<file path="src/hw/timer_pwm_pkg.sv">
// Shared constants, types and decoders of the PWM waveform timer.
package timer_pwm_pkg;

	// ****************************************
	// Widths, offsets and field positions.
	// ****************************************
	localparam int CNT_W = 16;
	localparam int ADDR_W = 8;
	localparam logic [7:0] OFF_CONTROL = 8'h00;
	localparam logic [7:0] OFF_COMPARE_A = 8'h04;
	localparam logic [7:0] OFF_COMPARE_B = 8'h08;
	localparam logic [7:0] OFF_CAPTURE_TOP = 8'h0C;
	localparam logic [7:0] OFF_COUNTER = 8'h10;
	localparam logic [7:0] OFF_FLAGS = 8'h14;
	localparam logic [7:0] OFF_PINS = 8'h18;
	localparam int CTL_MODE_LSB = 0;
	localparam int CTL_COM_A_LSB = 4;
	localparam int CTL_COM_B_LSB = 6;
	localparam int CTL_CS_LSB = 8;
	localparam int CTL_DIR_A_BIT = 11;
	localparam int CTL_DIR_B_BIT = 12;
	localparam int FLG_OVERFLOW = 0;
	localparam int FLG_COMPARE_A = 1;
	localparam int FLG_COMPARE_B = 2;
	localparam int FLG_CAPTURE = 3;

	// ****************************************
	// Reset values and counter limits.
	// ****************************************
	localparam logic [12:0] CONTROL_RESET = 13'h0000;
	localparam logic [15:0] VALUE_RESET = 16'h0000;
	localparam logic [3:0] FLAGS_RESET = 4'h0;
	localparam logic [15:0] BOTTOM = 16'h0000;
	localparam logic [15:0] TOP_8BIT = 16'h00FF;
	localparam logic [15:0] TOP_9BIT = 16'h01FF;
	localparam logic [15:0] TOP_10BIT = 16'h03FF;
	localparam logic [15:0] TOP_MAX = 16'hFFFF;

	// ****************************************
	// Waveform modes, output modes and clock selects.
	// ****************************************
	localparam logic [3:0] MODE_PC_8 = 4'h1;
	localparam logic [3:0] MODE_PC_9 = 4'h2;
	localparam logic [3:0] MODE_PC_10 = 4'h3;
	localparam logic [3:0] MODE_FAST_8 = 4'h5;
	localparam logic [3:0] MODE_FAST_9 = 4'h6;
	localparam logic [3:0] MODE_FAST_10 = 4'h7;
	localparam logic [3:0] MODE_PC_CAPT = 4'hA;
	localparam logic [3:0] MODE_PC_CMPA = 4'hB;
	localparam logic [3:0] MODE_FAST_CAPT = 4'hE;
	localparam logic [3:0] MODE_FAST_CMPA = 4'hF;
	localparam logic [1:0] COM_OFF = 2'h0;
	localparam logic [1:0] COM_TOGGLE = 2'h1;
	localparam logic [1:0] COM_NONINV = 2'h2;
	localparam logic [1:0] COM_INV = 2'h3;
	localparam logic [2:0] CS_STOP = 3'h0;
	localparam logic [2:0] CS_DIV1 = 3'h1;
	localparam logic [2:0] CS_DIV8 = 3'h2;
	localparam logic [2:0] CS_DIV64 = 3'h3;
	localparam logic [2:0] CS_DIV256 = 3'h4;
	localparam logic [2:0] CS_DIV1024 = 3'h5;
	localparam logic [9:0] MASK_DIV1 = 10'h000;
	localparam logic [9:0] MASK_DIV8 = 10'h007;
	localparam logic [9:0] MASK_DIV64 = 10'h03F;
	localparam logic [9:0] MASK_DIV256 = 10'h0FF;
	localparam logic [9:0] MASK_DIV1024 = 10'h3FF;

	// ****************************************
	// Types.
	// ****************************************
	typedef enum logic {DIR_UP, DIR_DOWN} dir_e;

	typedef struct packed {
		logic tick;
		logic single;
		logic dual;
		logic at_top;
		logic at_bottom;
		dir_e dir;
		logic [15:0] cnt;
	} count_state_s;

	typedef struct packed {
		logic [1:0] com;
		logic toggle_ok;
		logic [15:0] compare;
	} chan_ctl_s;

	// ****************************************
	// Mode decoders.
	// ****************************************
	function automatic logic is_single(input logic [3:0] mode);
		return mode inside {MODE_FAST_8, MODE_FAST_9, MODE_FAST_10, MODE_FAST_CAPT,
			MODE_FAST_CMPA};
	endfunction

	function automatic logic is_dual(input logic [3:0] mode);
		return mode inside {MODE_PC_8, MODE_PC_9, MODE_PC_10, MODE_PC_CAPT, MODE_PC_CMPA};
	endfunction

	function automatic logic [15:0] fixed_mask(input logic [3:0] mode);
		logic [15:0] m;
		m = TOP_MAX;
		if (mode == MODE_PC_8 || mode == MODE_FAST_8)
			m = TOP_8BIT;
		if (mode == MODE_PC_9 || mode == MODE_FAST_9)
			m = TOP_9BIT;
		if (mode == MODE_PC_10 || mode == MODE_FAST_10)
			m = TOP_10BIT;
		return m;
	endfunction

endpackage

</file>
<file path="src/hw/timer_prescaler.sv">
// Prescaler that turns the I/O clock into a one-cycle timer tick.
module timer_prescaler
	import timer_pwm_pkg::*;
(
	// Clock and reset.
	input wire logic mclk,
	input wire logic rst_n,
	// Clock select and tick.
	input wire logic [2:0] clock_select,
	output logic tick
);

	logic [9:0] div_cnt;
	logic [9:0] next_div_cnt;
	logic [9:0] mask;

	always_comb
	begin
		unique case (clock_select)
			CS_DIV1: mask = MASK_DIV1;
			CS_DIV8: mask = MASK_DIV8;
			CS_DIV64: mask = MASK_DIV64;
			CS_DIV256: mask = MASK_DIV256;
			default: mask = MASK_DIV1024;
		endcase
		tick = (clock_select inside {CS_DIV1, CS_DIV8, CS_DIV64, CS_DIV256, CS_DIV1024})
			&& ((div_cnt & mask) == mask);
		next_div_cnt = (clock_select == CS_STOP) ? 10'h000 : div_cnt + 10'h001;
	end

	always_ff @(posedge mclk or negedge rst_n)
	begin
		if (!rst_n)
			div_cnt <= 10'h000;
		else
			div_cnt <= next_div_cnt;
	end
endmodule

</file>
<file path="src/hw/compare_unit.sv">
// Waveform generator of one compare channel.
module compare_unit
	import timer_pwm_pkg::*;
(
	// Clock and reset.
	input wire logic mclk,
	input wire logic rst_n,
	// Counter state and channel settings.
	input wire count_state_s cs,
	input wire chan_ctl_s ch,
	// Waveform level and match pulse.
	output logic wave,
	output logic match
);

	logic next_wave;
	logic counting_up;

	always_comb
	begin
		match = cs.tick && cs.cnt == ch.compare;
		counting_up = cs.at_bottom || (!cs.at_top && cs.dir == DIR_UP);
		next_wave = wave;
		if (cs.tick && ch.com == COM_TOGGLE && ch.toggle_ok)
		begin
			if (match)
				next_wave = !wave;
		end
		else if (cs.tick && ch.com[1] && cs.single)
		begin
			if (cs.at_top)
				next_wave = !ch.com[0];
			else if (match)
				next_wave = ch.com[0];
		end
		else if (cs.tick && ch.com[1] && cs.dual && match)
		begin
			next_wave = counting_up ? ch.com[0] : !ch.com[0];
		end
	end

	always_ff @(posedge mclk or negedge rst_n)
	begin
		if (!rst_n)
			wave <= 1'b0;
		else
			wave <= next_wave;
	end
endmodule

</file>
<file path="src/hw/timer_pwm.sv">
// Top of the 16-bit timer with fast and phase correct PWM and an APB slave.
//
// Function
// Fast PWM output mode 2 non-inverted, 3 inverted; match and wrap flip level.
// Waveform reaches the pin only while its direction bit selects output.
// Fast PWM period is prescale times TOP plus one clocks.
// Fast PWM with compare zero gives a one-tick spike each period.
// Fast PWM with compare equal TOP gives a constant level.
// Mode 15 channel A output mode 1 toggles on every match.
// Modes 1, 2, 3, 10, 11 count up to TOP and back down.
// Phase correct TOP is 0x00FF, 0x01FF, 0x03FF, capture or compare A.
// Counter holds TOP one tick then counts down.
// Dual slope: clear on up match, set on down match, inverted reverses.
// Phase correct sets the overflow flag at BOTTOM.
// Phase correct loads buffered compares at TOP and flags the TOP source.
// With fixed TOP, compare writes clear bits above the resolution.
// Software keeps TOP at or above every compare value.
// Phase correct compare BOTTOM gives low, TOP gives high, inverted opposite.
// Mode 11 channel A output mode 1 toggles for 50 percent duty.
// Software changing TOP at run time should prefer the other dual mode.
// Phase correct period is twice prescale times TOP clocks.
// Variable TOP supports 2 to 16 bits of resolution.
// Fast PWM counts to TOP then clears to BOTTOM next tick.
// Fast PWM sets overflow at TOP, plus the TOP source flag.
// Counter, matching and outputs advance only on the prescaled tick.
module timer_pwm
	import timer_pwm_pkg::*;
(
	// Clock and reset.
	input wire logic mclk,
	input wire logic rst_b,
	// APB slave.
	input wire logic psel,
	input wire logic penable,
	input wire logic pwrite,
	input wire logic [ADDR_W-1:0] paddr,
	input wire logic [31:0] pwdata,
	output logic [31:0] prdata,
	output logic pready,
	output logic pslverr,
	// Compare output pins.
	output logic compare_output_a,
	output logic compare_output_a_oe,
	output logic compare_output_b,
	output logic compare_output_b_oe
);

	// ****************************************
	// Reset release.
	// ****************************************
	logic rst_meta, rst_n;

	always_ff @(posedge mclk or negedge rst_b)
	begin
		if (!rst_b)
		begin
			rst_meta <= 1'b0;
			rst_n <= 1'b0;
		end
		else
		begin
			rst_meta <= 1'b1;
			rst_n <= rst_meta;
		end
	end

	// ****************************************
	// Registers and counter.
	// ****************************************
	logic [12:0] control;
	logic [15:0] compare_buf_a;
	logic [15:0] compare_buf_b;
	logic [15:0] compare_value_a;
	logic [15:0] compare_value_b;
	logic [15:0] capture_top_value;
	logic [15:0] counter_value;
	dir_e dir;
	logic [3:0] flags;
	logic [12:0] next_control;
	logic [15:0] next_compare_buf_a;
	logic [15:0] next_compare_buf_b;
	logic [15:0] next_compare_value_a;
	logic [15:0] next_compare_value_b;
	logic [15:0] next_capture_top_value;
	logic [15:0] next_counter_value;
	dir_e next_dir;
	logic [3:0] next_flags;
	logic [31:0] next_prdata;
	logic [3:0] waveform_gen_mode;
	logic [1:0] compare_output_mode_a, compare_output_mode_b;
	logic pin_direction_a, pin_direction_b;
	logic tick;
	logic [15:0] top;
	logic wr, setup, mapped;
	logic wave_a, wave_b, match_a, match_b;
	count_state_s cs;
	chan_ctl_s ch_a, ch_b;

	assign waveform_gen_mode = control[CTL_MODE_LSB +: 4];
	assign compare_output_mode_a = control[CTL_COM_A_LSB +: 2];
	assign compare_output_mode_b = control[CTL_COM_B_LSB +: 2];
	assign pin_direction_a = control[CTL_DIR_A_BIT];
	assign pin_direction_b = control[CTL_DIR_B_BIT];

	timer_prescaler u_prescaler (
		.mclk(mclk),
		.rst_n(rst_n),
		.clock_select(control[CTL_CS_LSB +: 3]),
		.tick(tick)
	);

	always_comb
	begin
		unique case (waveform_gen_mode)
			MODE_PC_8, MODE_FAST_8: top = TOP_8BIT;
			MODE_PC_9, MODE_FAST_9: top = TOP_9BIT;
			MODE_PC_10, MODE_FAST_10: top = TOP_10BIT;
			MODE_PC_CAPT, MODE_FAST_CAPT: top = capture_top_value;
			MODE_PC_CMPA, MODE_FAST_CMPA: top = compare_value_a;
			default: top = TOP_MAX;
		endcase
		cs.tick = tick;
		cs.single = is_single(waveform_gen_mode);
		cs.dual = is_dual(waveform_gen_mode);
		cs.at_top = counter_value == top;
		cs.at_bottom = counter_value == BOTTOM;
		cs.dir = dir;
		cs.cnt = counter_value;
		ch_a.com = compare_output_mode_a;
		ch_a.toggle_ok = waveform_gen_mode == MODE_FAST_CMPA || waveform_gen_mode == MODE_PC_CMPA;
		ch_a.compare = compare_value_a;
		ch_b.com = compare_output_mode_b;
		ch_b.toggle_ok = 1'b0;
		ch_b.compare = compare_value_b;
	end

	compare_unit u_compare_a (
		.mclk(mclk),
		.rst_n(rst_n),
		.cs(cs),
		.ch(ch_a),
		.wave(wave_a),
		.match(match_a)
	);

	compare_unit u_compare_b (
		.mclk(mclk),
		.rst_n(rst_n),
		.cs(cs),
		.ch(ch_b),
		.wave(wave_b),
		.match(match_b)
	);

	// ****************************************
	// Next-state logic.
	// ****************************************
	always_comb
	begin
		wr = psel && penable && pwrite;
		setup = psel && !penable;
		mapped = paddr inside {OFF_CONTROL, OFF_COMPARE_A, OFF_COMPARE_B, OFF_CAPTURE_TOP,
			OFF_COUNTER, OFF_FLAGS, OFF_PINS};
		next_control = control;
		next_compare_buf_a = compare_buf_a;
		next_compare_buf_b = compare_buf_b;
		next_capture_top_value = capture_top_value;
		next_counter_value = counter_value;
		next_dir = dir;
		next_flags = flags;
		next_compare_value_a = compare_value_a;
		next_compare_value_b = compare_value_b;
		if (wr && paddr == OFF_CONTROL)
			next_control = pwdata[12:0];
		if (wr && paddr == OFF_COMPARE_A)
			next_compare_buf_a = pwdata[15:0] & fixed_mask(waveform_gen_mode);
		if (wr && paddr == OFF_COMPARE_B)
			next_compare_buf_b = pwdata[15:0] & fixed_mask(waveform_gen_mode);
		if (wr && paddr == OFF_CAPTURE_TOP)
			next_capture_top_value = pwdata[15:0];
		if (wr && paddr == OFF_FLAGS)
			next_flags = flags & ~pwdata[3:0];
		if (!cs.single && !cs.dual)
		begin
			next_compare_value_a = compare_buf_a;
			next_compare_value_b = compare_buf_b;
		end
		if (tick)
		begin
			if (cs.single)
			begin
				next_counter_value = cs.at_top ? BOTTOM : counter_value + 16'h0001;
				next_dir = DIR_UP;
			end
			else if (cs.dual && dir == DIR_UP)
			begin
				if (cs.at_top || counter_value > top)
				begin
					next_counter_value = counter_value - 16'h0001;
					next_dir = DIR_DOWN;
				end
				else
					next_counter_value = counter_value + 16'h0001;
			end
			else if (cs.dual)
			begin
				if (cs.at_bottom)
				begin
					next_counter_value = counter_value + 16'h0001;
					next_dir = DIR_UP;
				end
				else
					next_counter_value = counter_value - 16'h0001;
			end
			else
				next_counter_value = counter_value + 16'h0001;
			if ((cs.single || cs.dual) && cs.at_top)
			begin
				next_compare_value_a = compare_buf_a;
				next_compare_value_b = compare_buf_b;
				if (waveform_gen_mode inside {MODE_PC_CAPT, MODE_FAST_CAPT})
					next_flags[FLG_CAPTURE] = 1'b1;
				if (waveform_gen_mode inside {MODE_PC_CMPA, MODE_FAST_CMPA})
					next_flags[FLG_COMPARE_A] = 1'b1;
			end
			if ((cs.single && cs.at_top) || (cs.dual && cs.at_bottom)
				|| (!cs.single && !cs.dual && counter_value == TOP_MAX))
				next_flags[FLG_OVERFLOW] = 1'b1;
			if (match_a)
				next_flags[FLG_COMPARE_A] = 1'b1;
			if (match_b)
				next_flags[FLG_COMPARE_B] = 1'b1;
		end
		next_prdata = prdata;
		if (setup)
		begin
			unique case (paddr)
				OFF_CONTROL: next_prdata = {19'h00000, control};
				OFF_COMPARE_A: next_prdata = {16'h0000, compare_buf_a};
				OFF_COMPARE_B: next_prdata = {16'h0000, compare_buf_b};
				OFF_CAPTURE_TOP: next_prdata = {16'h0000, capture_top_value};
				OFF_COUNTER: next_prdata = {16'h0000, counter_value};
				OFF_FLAGS: next_prdata = {28'h0000000, flags};
				OFF_PINS: next_prdata = {29'h00000000, dir == DIR_DOWN, wave_b, wave_a};
				default: next_prdata = 32'h00000000;
			endcase
		end
		pready = psel && penable;
		pslverr = psel && penable && !mapped;
		compare_output_a = pin_direction_a && wave_a;
		compare_output_a_oe = pin_direction_a;
		compare_output_b = pin_direction_b && wave_b;
		compare_output_b_oe = pin_direction_b;
	end

	always_ff @(posedge mclk or negedge rst_n)
	begin
		if (!rst_n)
		begin
			control <= CONTROL_RESET;
			compare_buf_a <= VALUE_RESET;
			compare_buf_b <= VALUE_RESET;
			compare_value_a <= VALUE_RESET;
			compare_value_b <= VALUE_RESET;
			capture_top_value <= VALUE_RESET;
			counter_value <= VALUE_RESET;
			dir <= DIR_UP;
			flags <= FLAGS_RESET;
			prdata <= 32'h00000000;
		end
		else
		begin
			control <= next_control;
			compare_buf_a <= next_compare_buf_a;
			compare_buf_b <= next_compare_buf_b;
			compare_value_a <= next_compare_value_a;
			compare_value_b <= next_compare_value_b;
			capture_top_value <= next_capture_top_value;
			counter_value <= next_counter_value;
			dir <= next_dir;
			flags <= next_flags;
			prdata <= next_prdata;
		end
	end
endmodule

</file>
<file path="config.mk">
export PLATFORM = sky130hd
export DESIGN_NAME = timer_pwm
export DESIGN_NICKNAME = d
export VERILOG_FILES = /design/src/hw/timer_pwm_pkg.sv /design/src/hw/timer_prescaler.sv /design/src/hw/compare_unit.sv /design/src/hw/timer_pwm.sv
export SDC_FILE = /design/constraint.sdc
export NUM_CORES = 1
export LEC_CHECK = 0
export ABC_AREA = 1
export BUFFER_PORTS_ARGS = -buffer_cell sky130_fd_sc_hd__buf_4
export CAP_MARGIN = 20
export CORE_ASPECT_RATIO = 2
export CORE_MARGIN = 2
export CORE_UTILIZATION = 60
export DETAILED_ROUTE_END_ITERATION = 10
export GPL_ROUTABILITY_DRIVEN = 0
export PLACE_DENSITY = 0.81
export RECOVER_POWER = 25
export SYNTH_ARGS = -nofsm -noshare
export SYNTH_HDL_FRONTEND = slang
export SYNTH_SLANG_ARGS = --single-unit
</file>
<file path="constraint.sdc">
create_clock -name mclk -period 8.4 [get_ports mclk]
set_input_delay 0.42 -clock mclk [delete_from_list [all_inputs] [get_ports mclk]]
set_output_delay 0.42 -clock mclk [all_outputs]
set_load 0.02 [all_outputs]
</file>
==> out/qor.csv <==
metric;value;unit
ys_seq_area_frac;0.420;
grt_overflow_total;0;
edff_count_synth;0;
multi_input_gate_area;4170;um2
rows;61;
combinational_family_with_the_most_area_after_synthesis;simple AND/OR/NAND/NOR gates;
ys_ff_latch;144;
syn_to_final_growth;11.0;%
timing.critical_path.to_type;register;
antenna_cells;0;
cpMaxStageDelayCell;buf_4;
critical_path.cell_chain;inv_2 -> nand2_1 -> nor2_1 -> inv_1 -> nand2_1 -> o21ai_0 -> a21oi_1 -> ha_1 -> nand2_1 -> nor2_1 -> nand2_1 -> nor2_2 -> a21oi_4 -> buf_4 -> mux2_4;
initial_utilization;0.614;
grt.total_usage;0.351;
ffs_w_async_s_r_synth;1.00;
route.detailed.drc;0;
cts-buffers-inserted;17;
clock_tree.buffer_depth;2;
worstSkewPairLatency;430;ps
worst-r2r-setup-slack;4690;ps
sequential_cell_area;3600;um2
critPathLaunch;control[0];
slew_headroom;-0.835;
final.setup_skew;11.6;ps
syn_area;8570;um2
hold_violations;0;
cts.root.buffer_cell;clkbuf_16;
cp_data_arrival_time;4020;ps
cts-htree-levels;4;
crit_path_start_kind;register;
vdd_drop_max;0.221;mV
tns;0;ps
ff2ff_path_depth;15;
fillCellCount;1139;
dr.first_iter.drc_count;688;
nets;1212;
compound_gate_portion_of_the_synthesized_area;0.147;
finalWirelength;25.4;mm
grt_first_pass_wirelength;40.5;mm
first_global_vias;7897;
critical_path.reg2reg.endpoint;compare_value_b[5];
cts_tree;yes;
final_layout_size_suffix_gt1_frac;0.115;
routed-via-count;7935;
final_antenna_net_count;0;
synth_area_in_simple_gates;0.233;
die-height;173;um
cts.repair_timing.setup_buffer_count;0;
worst_path_largest_cell_delay;480;ps
synth.mux.area_fraction;0.0149;
post_drt_wl_per_cell;18.8;um
synthesis.instances;1116;
met2_length;12.8;mm
synthAdderAreaFrac;0.0277;
route.met3.wl;1.55;mm
grt_setup_unrepaired;no;
crit_path_max_fanout;42;
yosys_synthesis_warning_count;0;
numClockSinks;144;
count_of_buffers_from_port_buffering;50;
finalSetupViolations;0;
detailedPlacementHpwl;18.6;mm
synth-xor-area-share;0.0552;
utilization_after_layout;0.681;
highest_clock_frequency_the_design_can_meet;270;MHz
crit_end;compare_value_b[5];
postCtsHoldBufs;1;
synth_cell_type_count;52;
ctsResizeCount;0;
violations;max-capacitance violations, max-slew violations;
hold_path.class;input pin to register;
critPathMostFrequentCell;nand2_1;
design.die.area;15300;um2
worstSetupPathType;register to register;
worst_path_dominant_cell_family;simple AND/OR/NAND/NOR gates;
drt_first_pass_iters;7;
fp.coreArea;14000;um2
clock_transition_time_at_the_flip_flop_clock_pins_of_the_worst_setup_and_hold_paths;60;ps
largest_net_degree_at_the_start_of_global_routing;78;
timing.final.crit_period;3710;ps
maxCapViolations;1;
drt-vias-per-instance;5.88;
tightest_slew;2750;ps
power_leakage;4.55;nW
rr_startpoint;control[0];
die_width;88.5;um
grt_antenna_before_repair;0;
synth-main-ff-cell;dfrtp_1;
io_pins;83;
critical_path_depth;15;
cp_num_buf_inv;3;
share_of_the_clock_period_used_by_the_worst_path;0.442;
synth_area_per_cell;7.68;um2
power.density;208;nW/um2
slew_violations;67;
critPathRequiredTime;8710;ps
routedLengthMet1;8.58;mm
route.top_layer_used;met4;
outcome;complete, but fails checks;
-- state kept, by name, summed over array words and instances, names as in the netlist, 4 cells and up --
name	flops
prdata	16
compare_value_b	16
u_prescaler.div_cnt	10
control	13
compare_buf_b	16
flags	4
capture_top_value	16
compare_buf_a	16
compare_value_a	16
counter_value	16
-- where the power goes --
part | internal, W | switching, W
clock network | 0.000458 | 0.000296
registers | 0.000730 | 0.000107
logic | 0.000142 | 0.000241
-- cell families (layout without fill, tap and decap cells) --
group / Yosys count / in the layout
adders and majority gates: 19 / 19
DFF: 144 / 144
and+or+nand+nor: 475 / 475
other: 2 / 17
buffers and inverters: 188 / 217
AOI/OAI and AO/OA: 225 / 225
muxes: 9 / 9
xor gates and xnor gates: 54 / 54
-- metal layers --
metal | GRT usage | up-vias
met5 | 0 | -
met4 | 0.280 | 0
met3 | 0.0558 | 147
met2 | 0.581 | 418
met1 | 0.381 | 3720
li1 | - | 3650
-- worst register-to-register path: cells and delay by family, from the launching register on --
| kind | cells | cell delay (ps) |
|---|---|---|
| AO/OA/AOI/OAI | 3 | 780 |
| multiplexers | 1 | 370 |
| buffers and inverters | 3 | 770 |
| adder cells (fa/ha/maj) | 1 | 270 |
| AND/OR/NAND/NOR | 7 | 970 |
| flip-flops | 1 | 440 |
-- layout make-up --
| type | count | share of cell area |
|---|---|---|
| clock buffer | 21 | 0.0495 |
| clock inverter | 10 | 0.0116 |
| inverter | 127 | 0.0504 |
| multi-input combinational | 799 | 0.439 |
| sequential | 144 | 0.379 |
| tap | 189 | 0.0249 |
| timing repair buffer | 59 | 0.0460 |
-- synthesized netlist by cell type (all sizes together) (3+ instances only) --
cell type,instances,area [um2]
nand2,309,1190
dfrtp,144,3600
o21ai,142,726
inv,126,475
nor2,85,342
nand3,56,303
xor2,41,359
a21oi,40,211
buf,40,298
clkbuf,21,81.3
ha,19,238
nor3,14,91.3
o22ai,14,87.6
xnor2,13,114
a221oi,9,78.8
mux2,9,128
a211oi,5,37.5
nand4,5,31.3
o221ai,4,35.0
nand3b,3,22.5
-- through the flow --
step	hold slack, ps	setup WS, ps	cell area (um2)	power, W	cells
final	223	4690	9510	0.00197	1349
after global placement	201	4870	8930	0.00121	1317
after floorplan	124	4090	8630	0.00112	1131
after detailed placement	204	4870	8930	0.00122	1317
after global routing	241	4370	9510	0.00205	1349
after CTS	222	4780	9520	0.00196	1349
-- placed cells by master, fill, tap and decap left out, drive strengths merged, types with 2 or more instances in the layout --
cell	netlist	final
o211ai	2	2
nand2	309	309
nor2	85	85
inv	126	127
a221oi	9	9
xor2	41	41
o21ai	142	142
xnor2	13	13
buf	40	56
bufinv	0	2
mux2	9	9
o22ai	14	14
o221ai	4	4
ha	19	19
nand3b	3	3
nor3	14	14
nand4	5	5
dfrtp	144	144
conb	2	17
a21oi	40	40
or2	2	2
clkinv	1	7
a21o	2	2
clkbuf	21	23
a211oi	5	5
nand3	56	56
-- how the worst min path moves through the flow --
stage | cells past startpoint | to | from | slack, ps
6_report | 3 | compare_buf_a[6] | pwdata[6] | 220
5_1_grt | 3 | compare_buf_a[4] | pwdata[4] | 240
4_1_cts | 3 | compare_buf_a[4] | pwdata[4] | 220
3_5_place_dp | 1 | rst_meta | rst_b | 200
3_3_place_gp | 1 | rst_meta | rst_b | 200
2_1_floorplan | 0 | rst_meta | rst_b | 120
No activity file was read; power rests on OpenSTA's default activity.
